$ cat src/hw/mct_pkg.sv
// Function
// RULE_01 - multi-input modes capture to value/shadow registers
// RULE_02 - mode 1111 does no capture
// RULE_03 - hysteresis mode: position falling edge clears state
// RULE_04 - position low forces outputs passive
// RULE_05 - state sets only while position high
// RULE_06 - position high: outputs follow state bit
// RULE_07 - second timer is 16-bit up counter
// RULE_08 - prescaler plus optional divide-by-256
// RULE_09 - period match resets count next tick
// RULE_10 - zero match while count is zero
// RULE_11 - period loads from shadow on transfer
// RULE_12 - single shot stops after period ends
// RULE_13 - run set, run clear, hardware clear; the code's hardware trigger (hw_start) sets run instead
// RULE_14 - count clear zeroes count only
// RULE_15 - transfer enable via set/clear bits only
// RULE_16 - trigger event and direction selects
// RULE_17 - period write shadow, read active
// RULE_18 - count writable only while stopped
// RULE_19 - count register full 16 bits, reset zero
// RULE_20 - capture event sets state, software clears
// RULE_21 - period equals value plus one
// RULE_22 - transfer on period reset or stopped
// RULE_23 - inputs sampled, edges from successive samples
// RULE_24 - first timer count latched on edge
`default_nettype none
package mct_pkg;
  // register indexes: the bus byte address is four times the index
  localparam logic [15:0] MCT_OFS_COUNT    = 16'he880;
  localparam logic [15:0] MCT_OFS_PERIOD   = 16'he8b2;
  localparam logic [15:0] MCT_OFS_CTRL     = 16'he8c0;
  localparam logic [15:0] MCT_OFS_CMD      = 16'he8c4;
  localparam logic [15:0] MCT_OFS_STATUS   = 16'he8c8;
  localparam logic [15:0] MCT_OFS_CHMODE   = 16'he8cc;
  localparam logic [15:0] MCT_OFS_CHCLR    = 16'he8d0;
  localparam logic [15:0] MCT_OFS_CHVAL0   = 16'he8e0;
  localparam logic [15:0] MCT_OFS_CHSHD0   = 16'he8f0;
  // ctrl fields
  localparam int MCT_CTRL_CLK_LSB = 0;
  localparam int MCT_CTRL_PRE_BIT = 3;
  localparam int MCT_CTRL_SSC_BIT = 4;
  localparam int MCT_CTRL_TEC_LSB = 8;
  localparam int MCT_CTRL_TED_LSB = 12;
  // command bits (write-only)
  localparam int MCT_CMD_RUN_SET  = 0;
  localparam int MCT_CMD_RUN_CLR  = 1;
  localparam int MCT_CMD_CNT_CLR  = 2;
  localparam int MCT_CMD_STE_SET  = 3;
  localparam int MCT_CMD_STE_CLR  = 4;
  localparam logic [15:0] MCT_RST_VALUE = 16'h0000;
  localparam logic [7:0]  MCT_DIV256    = 8'hff;
  // capture modes
  localparam logic [3:0] MCT_MODE_HYST   = 4'h9;
  localparam logic [3:0] MCT_MODE_RF     = 4'ha;
  localparam logic [3:0] MCT_MODE_FR     = 4'hb;
  localparam logic [3:0] MCT_MODE_RR     = 4'hc;
  localparam logic [3:0] MCT_MODE_FF     = 4'hd;
  localparam logic [3:0] MCT_MODE_AA     = 4'he;
  localparam logic [3:0] MCT_MODE_NONE   = 4'hf;
  // trigger events
  localparam logic [2:0] MCT_TEC_NONE  = 3'h0;
  localparam logic [2:0] MCT_TEC_CMP0  = 3'h1;
  localparam logic [2:0] MCT_TEC_CMP1  = 3'h2;
  localparam logic [2:0] MCT_TEC_CMP2  = 3'h3;
  localparam logic [2:0] MCT_TEC_CMPA  = 3'h4;
  localparam logic [2:0] MCT_TEC_PM    = 3'h5;
  localparam logic [2:0] MCT_TEC_ZMUP  = 3'h6;
  localparam logic [2:0] MCT_TEC_HALL  = 3'h7;
  // direction: 00 none, 01 up, 10 down, 11 either
  localparam logic [1:0] MCT_TED_UP    = 2'h1;
  localparam logic [1:0] MCT_TED_DOWN  = 2'h2;
  localparam logic [1:0] MCT_TED_ANY   = 2'h3;
  typedef enum logic [1:0] {MCT_APB_IDLE, MCT_APB_ACCESS} mct_apb_type;
endpackage : mct_pkg
`default_nettype wire

$ cat src/hw/mct_top.sv
`default_nettype none
module mct_top
  import mct_pkg::*;
#(
  parameter int CHANNELS = 3
) (
  // clock and reset
  input  wire logic                  clk,
  input  wire logic                  rst_n,
  // apb slave
  input  wire logic                  psel,
  input  wire logic                  penable,
  input  wire logic                  pwrite,
  input  wire logic [17:0]           paddr,
  input  wire logic [31:0]           pwdata,
  output logic                       pready,
  output logic [31:0]                prdata,
  output logic                       pslverr,
  // capture inputs
  input  wire logic [CHANNELS-1:0]   primary_capture_pin,
  input  wire logic [CHANNELS-1:0]   secondary_position_pin,
  input  wire logic [15:0]           first_timer,
  input  wire logic [CHANNELS-1:0]   state_set_req,
  // first timer events
  input  wire logic [2:0]            ft_compare_event,
  input  wire logic                  ft_period_match,
  input  wire logic                  ft_zero_match,
  input  wire logic                  ft_count_down,
  input  wire logic                  hall_change,
  // outputs
  output logic [CHANNELS-1:0]        channel_out_enable,
  output logic                       period_match_signal,
  output logic                       zero_match_signal,
  output logic                       shadow_transfer_signal
);
  logic [15:0] count_value;
  logic [15:0] active_period_reg;
  logic [15:0] period_shadow_reg;
  logic        run_flag;
  logic        transfer_enable;
  logic [2:0]  clk_sel;
  logic        div256_sel;
  logic        single_shot_enable;
  logic [2:0]  trigger_event_select;
  logic [1:0]  trigger_direction_select;
  logic [3:0]  mode_reg [CHANNELS];
  logic [CHANNELS-1:0] state_clr;
  logic [15:0] val_w [CHANNELS];
  logic [15:0] shd_w [CHANNELS];
  logic [CHANNELS-1:0] st_w;
  logic [CHANNELS-1:0] oe_w;
  logic [14:0] presc_reg;
  logic [14:0] presc_mask;
  logic        tick;
  logic        wr, rd;
  logic        trig_ev, dir_ok, hw_start, pm_now, wrap;
  logic        cmd_wr;
  logic [15:0] reg_idx;
  mct_apb_type apb_state;

  // word-aligned bus: the low two address bits never select a register
  assign reg_idx = paddr[17:2];
  assign wr      = psel & penable & pwrite & pready;
  assign rd      = psel & ~penable & ~pwrite;
  assign cmd_wr  = wr && (reg_idx == MCT_OFS_CMD);

  // apb: one wait-free access; prdata is prepared in the setup cycle
  always_ff @(posedge clk) begin
    if (!rst_n) begin
      apb_state <= MCT_APB_IDLE;
      pready    <= 1'b0;
      pslverr   <= 1'b0;
    end else begin
      case (apb_state)
        MCT_APB_IDLE: begin
          pready  <= psel & ~penable;
          pslverr <= 1'b0;
          if (psel & ~penable) apb_state <= MCT_APB_ACCESS;
        end
        MCT_APB_ACCESS: begin
          pready    <= 1'b0;
          pslverr   <= 1'b0;
          apb_state <= MCT_APB_IDLE;
        end
        default: apb_state <= MCT_APB_IDLE;
      endcase
    end
  end

  always_ff @(posedge clk) begin
    if (!rst_n) begin
      prdata <= 32'h0;
    end else if (rd) begin
      prdata <= 32'h0;
      case (reg_idx)
        MCT_OFS_COUNT:  prdata <= {16'h0, count_value}; // RULE_19
        MCT_OFS_PERIOD: prdata <= {16'h0, active_period_reg}; // RULE_17
        MCT_OFS_CTRL:   prdata <= {18'h0, trigger_direction_select, 1'b0, trigger_event_select, 3'h0,
                                   single_shot_enable, div256_sel, clk_sel};
        MCT_OFS_STATUS: prdata <= {29'h0, transfer_enable, zero_match_signal, run_flag};
        MCT_OFS_CHMODE: begin
          for (int i = 0; i < CHANNELS; i++) prdata[4*i +: 4] <= mode_reg[i];
          for (int i = 0; i < CHANNELS; i++) prdata[16+i] <= st_w[i];
        end
        default: begin
          for (int i = 0; i < CHANNELS; i++) begin
            if (reg_idx == MCT_OFS_CHVAL0 + 16'(4*i)) prdata <= {16'h0, val_w[i]};
            if (reg_idx == MCT_OFS_CHSHD0 + 16'(4*i)) prdata <= {16'h0, shd_w[i]};
          end
        end
      endcase
    end
  end

  always_ff @(posedge clk) begin
    if (!rst_n) begin
      clk_sel                  <= 3'h0;
      div256_sel               <= 1'b0;
      single_shot_enable       <= 1'b0;
      trigger_event_select     <= MCT_TEC_NONE;
      trigger_direction_select <= 2'h0;
    end else if (wr && reg_idx == MCT_OFS_CTRL) begin
      clk_sel                  <= pwdata[MCT_CTRL_CLK_LSB +: 3];
      div256_sel               <= pwdata[MCT_CTRL_PRE_BIT];
      single_shot_enable       <= pwdata[MCT_CTRL_SSC_BIT];
      trigger_event_select     <= pwdata[MCT_CTRL_TEC_LSB +: 3]; // RULE_16
      trigger_direction_select <= pwdata[MCT_CTRL_TED_LSB +: 2]; // RULE_16
    end
  end

  always_ff @(posedge clk) begin
    if (!rst_n) begin
      for (int i = 0; i < CHANNELS; i++) mode_reg[i] <= 4'h0;
      state_clr <= '0;
    end else begin
      state_clr <= '0;
      if (wr && reg_idx == MCT_OFS_CHMODE)
        for (int i = 0; i < CHANNELS; i++) mode_reg[i] <= pwdata[4*i +: 4];
      if (wr && reg_idx == MCT_OFS_CHCLR) state_clr <= pwdata[CHANNELS-1:0];
    end
  end

  always_ff @(posedge clk) begin
    if (!rst_n) period_shadow_reg <= MCT_RST_VALUE;
    else if (wr && reg_idx == MCT_OFS_PERIOD) period_shadow_reg <= pwdata[15:0]; // RULE_17
  end

  always_ff @(posedge clk) begin
    if (!rst_n) transfer_enable <= 1'b0;
    else if (cmd_wr && pwdata[MCT_CMD_STE_SET]) transfer_enable <= 1'b1; // RULE_15
    else if (cmd_wr && pwdata[MCT_CMD_STE_CLR]) transfer_enable <= 1'b0; // RULE_15
  end

  // prescaler held in reset while stopped for reproducible delays
  always_comb begin
    presc_mask = 15'((16'h1 << clk_sel) - 16'h1);
    if (div256_sel) presc_mask = 15'({presc_mask, MCT_DIV256}); // RULE_08
  end

  always_ff @(posedge clk) begin
    if (!rst_n) presc_reg <= 15'h0;
    else if (!run_flag || tick) presc_reg <= 15'h0;
    else presc_reg <= presc_reg + 15'h1; // RULE_08
  end
  assign tick = run_flag && (presc_reg == presc_mask);

  always_comb begin
    case (trigger_event_select) // RULE_16
      MCT_TEC_CMP0: trig_ev = ft_compare_event[0];
      MCT_TEC_CMP1: trig_ev = ft_compare_event[1];
      MCT_TEC_CMP2: trig_ev = ft_compare_event[2];
      MCT_TEC_CMPA: trig_ev = |ft_compare_event;
      MCT_TEC_PM:   trig_ev = ft_period_match;
      MCT_TEC_ZMUP: trig_ev = ft_zero_match & ~ft_count_down;
      MCT_TEC_HALL: trig_ev = hall_change;
      default:      trig_ev = 1'b0;
    endcase
    case (trigger_direction_select) // RULE_16
      MCT_TED_UP:   dir_ok = ~ft_count_down;
      MCT_TED_DOWN: dir_ok = ft_count_down;
      MCT_TED_ANY:  dir_ok = 1'b1;
      default:      dir_ok = 1'b0;
    endcase
  end
  assign hw_start = trig_ev & dir_ok;
  assign pm_now   = (count_value == active_period_reg); // RULE_09
  assign wrap     = tick & pm_now; // RULE_21

  // a start request beats a stop in the same cycle
  always_ff @(posedge clk) begin
    if (!rst_n) run_flag <= 1'b0;
    else if ((cmd_wr && pwdata[MCT_CMD_RUN_SET]) || hw_start) run_flag <= 1'b1; // RULE_13
    else if (cmd_wr && pwdata[MCT_CMD_RUN_CLR]) run_flag <= 1'b0; // RULE_13
    else if (wrap && single_shot_enable) run_flag <= 1'b0; // RULE_12
  end

  always_ff @(posedge clk) begin
    if (!rst_n) count_value <= MCT_RST_VALUE; // RULE_19
    else if (cmd_wr && pwdata[MCT_CMD_CNT_CLR]) count_value <= MCT_RST_VALUE; // RULE_14
    else if (wr && reg_idx == MCT_OFS_COUNT && !run_flag) count_value <= pwdata[15:0]; // RULE_18
    else if (wrap) count_value <= MCT_RST_VALUE; // RULE_09
    else if (tick) count_value <= count_value + 16'h1; // RULE_07
  end

  always_ff @(posedge clk) begin
    if (!rst_n) active_period_reg <= MCT_RST_VALUE;
    else if (transfer_enable && (wrap || !run_flag)) active_period_reg <= period_shadow_reg; // RULE_11 RULE_22
  end

  always_ff @(posedge clk) begin
    if (!rst_n) begin
      period_match_signal    <= 1'b0;
      zero_match_signal      <= 1'b0;
      shadow_transfer_signal <= 1'b0;
      channel_out_enable     <= '0;
    end else begin
      period_match_signal    <= pm_now; // RULE_09
      zero_match_signal      <= (count_value == MCT_RST_VALUE); // RULE_10
      shadow_transfer_signal <= transfer_enable && (wrap || !run_flag); // RULE_22
      channel_out_enable     <= oe_w;
    end
  end

  for (genvar g = 0; g < CHANNELS; g++) begin : g_ch
    mct_capture_channel u_ch (
      .clk                    (clk),
      .rst_n                  (rst_n),
      .capture_mode_select    (mode_reg[g]),
      .state_clear            (state_clr[g]),
      .state_set_req          (state_set_req[g]),
      .primary_capture_pin    (primary_capture_pin[g]),
      .secondary_position_pin (secondary_position_pin[g]),
      .first_timer            (first_timer),
      .channel_value_reg      (val_w[g]),
      .channel_shadow_reg     (shd_w[g]),
      .channel_state_bit      (st_w[g]),
      .out_enable_reg         (oe_w[g])
    );
  end
endmodule // mct_top
`default_nettype wire

$ cat src/hw/mct_capture_channel.sv
`default_nettype none
module mct_capture_channel
  import mct_pkg::*;
(
  // clock and reset
  input  wire logic        clk,
  input  wire logic        rst_n,
  // configuration
  input  wire logic [3:0]  capture_mode_select,
  input  wire logic        state_clear,
  input  wire logic        state_set_req,
  // sampled inputs
  input  wire logic        primary_capture_pin,
  input  wire logic        secondary_position_pin,
  input  wire logic [15:0] first_timer,
  // results
  output logic [15:0]      channel_value_reg,
  output logic [15:0]      channel_shadow_reg,
  output logic             channel_state_bit,
  output logic             out_enable_reg
);
  logic [1:0] prim_sync_reg;
  logic [1:0] pos_sync_reg;
  logic       prim_last_reg;
  logic       pos_last_reg;
  logic       p_rise, p_fall, s_rise, s_fall, ev_p, ev_s, multi, hyst;

  always_ff @(posedge clk) begin
    if (!rst_n) begin
      prim_sync_reg <= 2'h0;
      pos_sync_reg  <= 2'h0;
      prim_last_reg <= 1'b0;
      pos_last_reg  <= 1'b0;
    end else begin
      prim_sync_reg <= {prim_sync_reg[0], primary_capture_pin}; // RULE_23
      pos_sync_reg  <= {pos_sync_reg[0], secondary_position_pin}; // RULE_23
      prim_last_reg <= prim_sync_reg[1];
      pos_last_reg  <= pos_sync_reg[1];
    end
  end

  assign p_rise = prim_sync_reg[1] & ~prim_last_reg; // RULE_23
  assign p_fall = ~prim_sync_reg[1] & prim_last_reg;
  assign s_rise = pos_sync_reg[1] & ~pos_last_reg;
  assign s_fall = ~pos_sync_reg[1] & pos_last_reg;
  assign hyst   = (capture_mode_select == MCT_MODE_HYST);
  assign multi  = (capture_mode_select >= MCT_MODE_RF) && (capture_mode_select != MCT_MODE_NONE); // RULE_02

  always_comb begin
    ev_p = 1'b0;
    ev_s = 1'b0;
    case (capture_mode_select) // RULE_01
      MCT_MODE_RF: begin ev_p = p_rise; ev_s = s_fall; end
      MCT_MODE_FR: begin ev_p = p_fall; ev_s = s_rise; end
      MCT_MODE_RR: begin ev_p = p_rise; ev_s = s_rise; end
      MCT_MODE_FF: begin ev_p = p_fall; ev_s = s_fall; end
      MCT_MODE_AA: begin ev_p = p_rise | p_fall; ev_s = s_rise | s_fall; end
      default: begin ev_p = 1'b0; ev_s = 1'b0; end
    endcase
  end

  always_ff @(posedge clk) begin
    if (!rst_n) begin
      channel_value_reg  <= MCT_RST_VALUE;
      channel_shadow_reg <= MCT_RST_VALUE;
    end else begin
      if (multi && ev_p) channel_value_reg <= first_timer; // RULE_24
      if (multi && ev_s) channel_shadow_reg <= first_timer; // RULE_01
    end
  end

  // set wins over software clear so a coincident event is not lost
  always_ff @(posedge clk) begin
    if (!rst_n) begin
      channel_state_bit <= 1'b0;
    end else if (multi && (ev_p || ev_s)) begin
      channel_state_bit <= 1'b1; // RULE_20
    end else if (hyst && s_fall) begin
      channel_state_bit <= 1'b0; // RULE_03
    end else if (hyst && state_set_req && pos_sync_reg[1]) begin
      channel_state_bit <= 1'b1; // RULE_05
    end else if (state_clear) begin
      channel_state_bit <= 1'b0; // RULE_20
    end
  end

  always_ff @(posedge clk) begin
    if (!rst_n) out_enable_reg <= 1'b0;
    else if (hyst) out_enable_reg <= pos_sync_reg[1] & channel_state_bit; // RULE_04 RULE_06
    else out_enable_reg <= channel_state_bit;
  end
endmodule // mct_capture_channel
`default_nettype wire

$ cat config.mk
export PLATFORM = sky130hd
export DESIGN_NAME = mct_top
export DESIGN_NICKNAME = d
export VERILOG_FILES = /design/src/hw/mct_pkg.sv /design/src/hw/mct_top.sv /design/src/hw/mct_capture_channel.sv
export SDC_FILE = /design/constraint.sdc
export NUM_CORES = 1
export LEC_CHECK = 0
export BUFFER_PORTS_ARGS = -buffer_cell sky130_fd_sc_hd__buf_2
export CORE_ASPECT_RATIO = 0.5
export CORE_MARGIN = 5
export CORE_UTILIZATION = 45
export DETAILED_ROUTE_END_ITERATION = 7
export MAX_ROUTING_LAYER = met4
export PLACE_DENSITY = 0.71
export SLEW_MARGIN = 5
export SYNTH_ARGS = -nofsm -noshare
export SYNTH_HDL_FRONTEND = slang
export SYNTH_SLANG_ARGS = --single-unit
$ cat constraint.sdc
create_clock -name clk -period 3.2 [get_ports clk]
set_clock_uncertainty 0.05 [all_clocks]
set_input_delay 0.16 -clock clk [delete_from_list [all_inputs] [get_ports clk]]
set_output_delay 0.16 -clock clk [all_outputs]
set_load 0.01 [all_outputs]
# --- Word level (Yosys, flattened, before mapping) ---
# Memory sizes are Yosys's and may differ from the RTL's.
# Cells that the tools add are included.
totals:
  ramBits: 12
  output_inout_bits: 40
  n_memories: 1
  register_bits: 238
  in_bits: 87
  elab_cells: 267
classes:
  shifts: 1
  magnitude_cmp: 3
  bitwise: 48
  eq_ne: 46
  addsub: 3
  n_mux: 50
  reduce_logical: 72
mem_list:
  columns: ["memory", "words", "width", "read_ports", "rd_ports_with_merged_regs", "wr", "line", "source"]
  rows:
  - ["mode_reg", 3, 4, 3, 0, 3, "mct_top.sv:46", "logic [3:0] mode_reg [CHANNELS];"]
op_table:
  columns: ["cell", "n"]
  rows:
  - ["== test 16 bit (second input constant)", 13]
  - ["two-way mux 32 bit", 5]
  - ["== test 4 bit (second input constant)", 18]
  - ["two-way mux 16 bit", 4]
  - ["one-hot mux 12 bit (5 select lines)", 1]
  - ["logical AND 1 bit", 36]
  - ["OR reduction 2 bit", 15]
  - ["two-way mux 1 bit", 24]
  - ["AND 1 bit", 23]
  - ["one-hot mux 1 bit (3 select lines)", 7]
  - ["adder 16 x 1 -> 16 bit (second input constant)", 1]
  - ["== test 16 bit", 1]
  - ["logical NOT 16 bit", 1]
  - ["NOT 1 bit", 16]
  - ["one-hot mux 4 bit (4 select lines)", 1]
  - ["adder 15 x 1 -> 15 bit (second input constant)", 1]
  - ["== test 15 bit", 1]
  - ["two-way mux 15 bit", 1]
  - ["<< shifter 1 x 3 -> 15 bit (first input constant)", 1]
  - ["subtractor 15 x 1 -> 15 bit (second input constant)", 1]
  - ["two-way mux 13 bit", 1]
  - ["== test 3 bit (second input constant)", 4]
  - ["greater-or-equal comparator 4 bit (second input constant)", 3]
  - ["two-way mux 4 bit", 3]
  - ["19 further kinds", 41]

# --- Logic depth before layout (Yosys ltp) ---
# Gate-level depths: netlist of run 1.
depth:
  ltp_word: 10
  depth_mapped: 18
  mapped_depth_nobuf: 11

# --- Cells and area by module ---
# Synthesis of run 1 repeated with hierarchy kept, for this count alone.
unflattened:
  hier_cells: 1421
  area_unflattened_um2: 12623.4
by_module_without_submodules:
  columns: ["module", "seq_area_each_um2", "area_each_um2", "cells_per_inst", "instances"]
  rows:
  - ["mct_top", 2462.4, 6692.7, 800, 1]
  - ["mct_capture_channel", 800.8, 1976.9, 207, 3]

# --- Least setup slack after synthesis of run 1 ---
# Ideal clock, no wire load.
synth_timing:
  kind: "register to register"
  start: "reg clk_sel[1]"
  end: "reg count_value[14]"
  n_path_buf: 5
  stages_incl_launch_ff: 17
  setup_time_ns: 0.132
  path_slack_ns: -0.265
  arrival_ns: 3.283
  required_time_ns: 3.018
  synth_period_minus_slack_ns: 3.465
  path_cell_list: "dfxtp_1 -> buf_2 -> buf_4 -> buf_2 -> nor2_1 -> nand2_1 -> ha_1 -> buf_2 -> or4b_1 -> o311ai_0 -> mux2i_1 -> o211a_1 -> nand3_4 -> or3_1 -> buf_2 -> a22oi_1 -> o311ai_1"
synth_between:
  elab_chain_cells: 8
  elab_cells_between_ends: 9
  cone_classes: "add/sub: 1; eq/ne: 1; shift: 1; mux: 3; bitwise: 1; reduce/logical: 2"
synth_lines:
  columns: ["item", "line", "source"]
  rows:
  - ["start: declaration", "mct_top.sv:41", "logic [2:0] clk_sel;"]
  - ["start signal: assignment", "mct_top.sv:123", "clk_sel <= pwdata[MCT_CTRL_CLK_LSB +: 3];"]
  - ["<< shifter 1 x 3 -> 15 bit *", "mct_top.sv:156", "presc_mask = 15'((16'h1 << clk_sel) - 16'h1);"]
  - ["subtractor 15 x 1 -> 15 bit *", "mct_top.sv:156", null]
  - ["two-way mux 15 bit *", "mct_top.sv:157", "if (div256_sel) presc_mask = 15'({presc_mask, MCT_DIV256});"]
  - ["== test 15 bit *", "mct_top.sv:165", "assign tick = run_flag && (presc_reg == presc_mask);"]
  - ["logical AND 1 bit *", "mct_top.sv:165", null]
  - ["AND 1 bit", "mct_top.sv:187", "assign wrap = tick & pm_now;"]
  - ["two-way mux 16 bit", "mct_top.sv:201", "else if (wrap) count_value <= MCT_RST_VALUE;"]
  - ["two-way mux 16 bit", "mct_top.sv:200", "else if (wr && reg_idx == MCT_OFS_COUNT && !run_flag) count_value <= pwdata[15:0];"]
  - ["end signal: assignment", "mct_top.sv:200", null]
  - ["end signal: assignment", "mct_top.sv:202", "else if (tick) count_value <= count_value + 16'h1;"]
  - ["end: declaration", "mct_top.sv:36", "logic [15:0] count_value;"]
# Mark *: on every way between the ends. The rest lies on a longest branch, timed or not.
# A chain may end at the register's enable or synchronous reset.

# --- Worst setup path in the final report of run 1 ---
layout_timing:
  start: "reg clk_sel[0]"
  end: "reg count_value[5]"
# The elaborated chain is that of the path after synthesis.

==> flow_summary.yaml, run 1 <==
detailed_routing:
  via_count: 10500
  ant_nets: 0
  post_drt_wl_per_cell_um: 19.1
  drt_iter0_markers: 1185
  finalWirelength_um: 34300
  drtPass1Iterations: 7
  drc: 0
  vias_per_cell: 5.84
global_route:
  grt-ovfl-total: 0
  grt_pass1_vias: 9952
  grtUsageTotal_pct: 23.5
  grt_max_degree: 97
  antenna_found_initial: 0
  grt_pass1_wl_um: 52900
synthesis:
  ys_warn_count: 0
  syn_inst: 1325
  synth-main-ff-cell: "dfxtp_1"
  ys_seq_area_share_pct: 43.3
  ys_ff_latch: 237
  syn_area_per_cell_um2: 8.49
  async_flop_share_pct: 0
  synth_cell_types: 76
  synth_enable_flop_cells: 12
  syn_area_mm2: 0.0112
worst_setup_path:
  setup.worst_path.end: "count_value[5]"
  cp.required_ns: 3.52
  r2r_slack_ns: 0.0007
  worst_r2r_endpoint: "count_value[5]"
  r2r_start: "clk_sel[0]"
  crit_fanout: 6
  critPathKind: "register to register"
  cp-start-kind: "register"
  startpoint: "clk_sel[0]"
  r2r_cells: 11
  worst_setup_path_end_kind: "register"
  worstPathArrival_ns: 3.52
power_and_ir_drop:
  leakage_nw: 5.14
  power_density_mw_per_mm2: 445
  vdd_drop_max_v: 0.000386
  total_power_mw: 6.05
floorplan:
  die_h_um: 122
  rows: 40
  ioPinCount: 127
  coreArea_mm2: 0.0243
  start_util_pct: 46.3
  die_w_um: 234
  die_area_mm2: 0.0284
sta:
  setup_viol: 0
  post-route-min-period_ns: 3.20
  fmax_mhz: 313
  fin_crit_sh_pct: 100
  rsz0062_at_grt: "true"
  maxSlewHeadroom_pct: 18.7
  hold_viol_final: 0
  maxSlewViolCount: 0
  tightest_slew_ns: 1.22
clock_network:
  clock_latency_ns: 0.52
  cts_tree: "done"
  clockRootBuffer: "clkbuf_16"
  clockBufferDepth: 3
  numClockSinks: 237
  cts_max_level: 1
  cts.clk_slew.worst_paths_ns: 0.06
  numCtsBuffers: 22
outcome:
  status: "completed"
placed_design:
  gp_congestion: 0.920
  hpwl_um: 22600
  dpl.cell_count: 1710
  portBuffers: 94
flow_run:
  maxCapViolations: 0
cells_and_area:
  drive_above_1_share_pct: 16.1
  fin_nets: 1550
  stdcell_count: 1799
  fillers: 2155
  diodes: 0
  syn_to_final_growth_pct: 20.9
  final_cell_mix: "dfxtp_1, nand2_1, nor2_1, buf_2, a21oi_1"
  final_common_cell: "dfxtp_1"
min_path:
  hold_path.class: "primary input to register"
[cells by family after synthesis]
family / count (synthesis) / share of synthesized area (%)
fa+ha+maj: 16 / 1.78
xor+xnor: 40 / 3.12
other cells: 1 / 0.0334
buf+inv: 151 / 5.94
compound gates: 279 / 16.4
flops: 237 / 43.3
simple gates: 523 / 22.3
mux: 78 / 7.11
[critical path, stage by stage, from the launching register on]
cell and delay, ns:
dfxtp_2 0.34, or3_4 0.39, ha_4 0.20, or3b_2 0.21, a21o_1 0.16, a21oi_1 0.05, a221o_1 0.35, or3_4 0.40
buf_6 0.15, buf_4 0.14, o41ai_1 0.43, a31oi_1 0.18
[cells in the mapped netlist, types with 5 or more instances]
cell type  count  area share (%)
buf_4         15             1.0
xor2_1        10            0.78
inv_1         36             1.2
nor3_1        13            0.58
nor4_1         9            0.50
or3_1          9            0.50
edfxtp_1      12             3.2
a21oi_1       93             4.1
and3_1        20             1.1
buf_2         12            0.53
o311ai_1       7            0.55
nand4_1       10            0.56
nor4b_1        5            0.39
nor2_1       121             4.0
o21ai_0       48             2.1
mux2i_1       72             6.4
clkbuf_1      77             2.6
a221oi_1      23             1.8
dfxtp_1      225              40
a32oi_1       10            0.78
a222oi_1       9            0.80
a221o_1        5            0.45
nand2_1      205             6.8
nand3_1       46             2.0
nor2b_1        5            0.28
o31ai_1        5            0.33
xnor2_1       30             2.3
a31oi_1       14            0.78
a22oi_1       32             2.1
mux2_2         5            0.50
nand2b_1       7            0.39
nand3b_1       7            0.47
and2_1        36             2.0
ha_1          16             1.8
[layout make-up]
type | instances | area [µm²] | share of cell area [%]
multi-input cells | 950 | 5970 | 43.9
flip-flops and latches | 237 | 4870 | 35.8
repair buffers | 197 | 1460 | 10.7
clock buffers | 36 | 674 | 4.96
well taps | 336 | 420 | 3.09
inverters | 39 | 153 | 1.12
clock inverters | 4 | 56.3 | 0.414
[how the worst min path moves through the flow]
stage,startpoint,end,depth (start not counted)
after floorplan,penable,apb_state[0],1
after global placement,secondary_position_pin[1],g_ch[1].u_ch.pos_sync_reg[0],2
after detailed placement,primary_capture_pin[2],g_ch[2].u_ch.prim_sync_reg[0],2
after CTS,state_set_req[0],g_ch[0].u_ch.channel_state_bit,5
after global routing,pwrite,prdata[16],4
final,pwrite,prdata[17],4
[per-stage QoR]
stage               hold slack (ns)  area, µm²  util, %  TNS [ns]  setup slack (ns)
finish                       0.0403      13600     56.0         0          0.000730
global route                 0.0373      13600     56.0    -0.434            -0.116
CTS                          0.0299      13400     55.1         0            0.0364
detailed placement            0.320      12200     50.2    -0.700            -0.103
global placement              0.314      12200     50.2    -0.572           -0.0480
floorplan                     0.187      11400        -    -0.383           -0.0334
[power breakdown]
| group | switching, mW | internal [mW] | total (mW) |
|---|---|---|---|
| Clock | 1.15 | 1.53 | 2.68 |
| Combinational | 0.197 | 0.133 | 0.331 |
| Sequential | 0.0293 | 3.02 | 3.04 |
| Total | 1.38 | 4.68 | 6.05 |
[what timing repair did]
| item | in CTS | in global routing |
|---|---|---|
| gates resized for setup | 4 | 36 |
| hold buffers | 42 | 0 |
| hold endpoints to repair | 162 | 0 |
| setup buffers | 2 | 3 |
| endpoints found under the setup margin | 28 | 49 |
| gates cloned | 0 | 2 |
| pin swaps | 1 | 21 |
[routing by layer]
metal	track usage (%)	vias to the layer above	wire length [µm]
li1	-	4886	-
met1	30.8	5104	14300
met2	39.2	458	16600
met3	3.38	65	2710
met4	5.24	0	688
met5	-	-	0
Power figures use the tool's default switching activity.
==> run 2: changes to the inputs <==
--- a/config.mk
+++ b/config.mk
@@ -11,7 +11,8 @@
 export CORE_UTILIZATION = 45
 export DETAILED_ROUTE_END_ITERATION = 7
 export MAX_ROUTING_LAYER = met4
-export PLACE_DENSITY = 0.71
+export PLACE_DENSITY = 0.65
+export REMOVE_ABC_BUFFERS = 1
 export SLEW_MARGIN = 5
 export SYNTH_ARGS = -nofsm -noshare
 export SYNTH_HDL_FRONTEND = slang
==> run 2 against run 1 <==
The flow now finishes with violations (setup timing). Fmax fell by 0.96%. Clock power rose by 7%. Non-clock buffer count rose by 6. Sequential share of layout area barely moved. Die area did not move. Total power rose by 3.3%. Critical path type unchanged.
==> flow_summary.yaml, run 2 (same netlist as run 1, synthesis figures left out) <==
cells_and_area:
  multi_input_area_mm2: 0.00588
  syn_to_final_growth_pct: 20.8
  seqCellArea_mm2: 0.00486
  drive_above_1_share_pct: 15.7
  stdcell_count: 1806
  fin_nets: 1556
  postLayoutCellArea_mm2: 0.0136
  final_common_cell: "dfxtp_1"
  final_cell_mix: "dfxtp_1, nand2_1, nor2_1, buf_2, a21oi_1"
  finish.utilization_pct: 55.9
  fillers: 2168
worst_setup_path:
  worst_r2r_endpoint: "active_period_reg[15]"
  cp_top_family: "simple AND/OR/NAND/NOR gates"
  r2r_cells: 12
  cp.required_ns: 3.60
  r2r_slack_ns: -0.03
  cpPeakStageDelay_ns: 0.49
  worstPathArrival_ns: 3.63
  crit_chain: "or3_4 > ha_4 > or4b_4 > a311oi_2 > nor3_1 > or3_4 > buf_4 > o32ai_4 > buf_6 > buf_6 > nand3_1 > o21ai_0"
  startpoint: "clk_sel[0]"
  critical_path_depth: 12
  crit_fanout: 12
  worst_setup_path_end_kind: "register"
  r2r_start: "clk_sel[0]"
  setup.worst_path.end: "active_period_reg[15]"
  critPathKind: "register to register"
  cp_slowest_cell: "or4b_4"
  path_buf_inv: 3
  cp-start-kind: "register"
sta:
  setup_slack_ns: -0.0302
  post-route-min-period_ns: 3.23
  fmax_mhz: 310
  setup_viol: 12
  fin_crit_sh_pct: 101
  rsz0062_at_grt: "true"
  maxSlewHeadroom_pct: 21.6
  tns_ns: -0.118
  maxSlewViolCount: 0
  hold_viol_final: 0
  tightest_slew_ns: 1.17
detailed_routing:
  ant_nets: 0
  post_drt_wl_per_cell_um: 19.5
  via_count: 10300
  topRoutingLayerUsed: "met4"
  drc: 0
  vias_per_cell: 5.68
  wl_met1_um: 15800
  met3_length_um: 2990
  finalWirelength_um: 35300
  route.met2.wl_um: 15700
  drt_iter0_markers: 1267
  drtPass1Iterations: 6
power_and_ir_drop:
  vdd_drop_max_v: 0.000305
  leakage_nw: 5.17
  total_power_mw: 6.25
  power_density_mw_per_mm2: 460
global_route:
  grtUsageTotal_pct: 24.7
  antenna_found_initial: 1
  grt_max_degree: 106
  grt_pass1_vias: 9841
  grt-ovfl-total: 0
  grt_pass1_wl_um: 54300
outcome:
  status: "finished, violations left"
  violations: "setup timing"
clock_network:
  clockBufferDepth: 3
  cts_tree: "done"
  clockRootBuffer: "clkbuf_16"
  cts_max_level: 1
  numClockSinks: 237
  numCtsBuffers: 22
  cts.clk_slew.worst_paths_ns: 0.07
  clock_latency_ns: 0.53
placed_design:
  portBuffers: 94
  hpwl_um: 23700
  dpl.cell_count: 1716
  gp_congestion: 0.911
  placed_cell_area_mm2: 0.0122
floorplan:
  coreArea_mm2: 0.0243
  ioPinCount: 127
  die_w_um: 234
  start_util_pct: 46.3
  rows: 40
  die_h_um: 122
  die_area_mm2: 0.0284
min_path:
  hold_path.class: "primary input to register"
flow_run:
  maxCapViolations: 0
==> run 2: cell types whose count changed in the layout (fill, tap and decap cells not counted), moves of 3 or more <==
cell / change
buf_6: +4
buf_4: +4
clkbuf_1: -6
o311ai_2: -3
buf_12: -3
o311ai_1: +5
==> run 2: worst min-delay path by stage <==
stage / start / slack, ns / endpoint / cells past startpoint
2_1_floorplan: penable / 0.19 / apb_state[0] / 1
3_3_place_gp: primary_capture_pin[0] / 0.32 / g_ch[0].u_ch.prim_sync_reg[0] / 2
3_5_place_dp: secondary_position_pin[0] / 0.32 / g_ch[0].u_ch.pos_sync_reg[0] / 2
4_1_cts: state_set_req[2] / 0.05 / g_ch[2].u_ch.channel_state_bit / 5
5_1_grt: state_set_req[2] / 0.09 / g_ch[2].u_ch.channel_state_bit / 5
6_report: state_set_req[2] / 0.06 / g_ch[2].u_ch.channel_state_bit / 5
==> run 2: where the power goes <==
part / internal, mW / switching, mW / total (mW)
clock network: 1.70 / 1.18 / 2.87
registers: 3.01 / 0.0317 / 3.05
logic: 0.135 / 0.198 / 0.333
total: 4.85 / 1.41 / 6.25
==> run 2: area by class of cell <==
type                            instances  area share (%)
Clock inverter                          9           0.921
Sequential cell                       237            35.8
Clock buffer                           31            4.90
Tap cell                              336            3.10
Multi-Input combinational cell        950            43.3
Inverter                               39            1.10
Timing Repair Buffer                  203            10.8
Antenna cell                            1          0.0184
==> run 2: metal layers <==
layer / vias up / global-route usage (%)
li1: 4905 / -
met3: 64 / 6.01
met4: 0 / 5.35
met1: 4901 / 33.6
met5: - / -
met2: 382 / 37.6
==> run 2: timing repair <==
action | CTS | global route
setup endpoints to repair | 46 | 40
buffers inserted | 2 | 2
gates cloned | 0 | 1
hold buffers | 44 | 0
pin swaps | 10 | 8
endpoints found under the hold margin | 158 | 0
resized for setup | 15 | 12
==> run 2: metrics by stage <==
stage,setup slack [ns],hold WS [ns]
floorplan,-1.35,0.187
global placement,-0.206,0.315
detailed placement,-0.310,0.323
CTS,-0.0142,0.0530
global route,-0.152,0.0922
finish,-0.0302,0.0594
==> run 2: worst register-to-register path, delay by kind of cell, from the launching register on <==
kind	cells	cell delay, ns
simple gates	5	1.46
compound gates	3	0.67
buf+inv	3	0.45
flops	1	0.32
fa+ha+maj	1	0.20
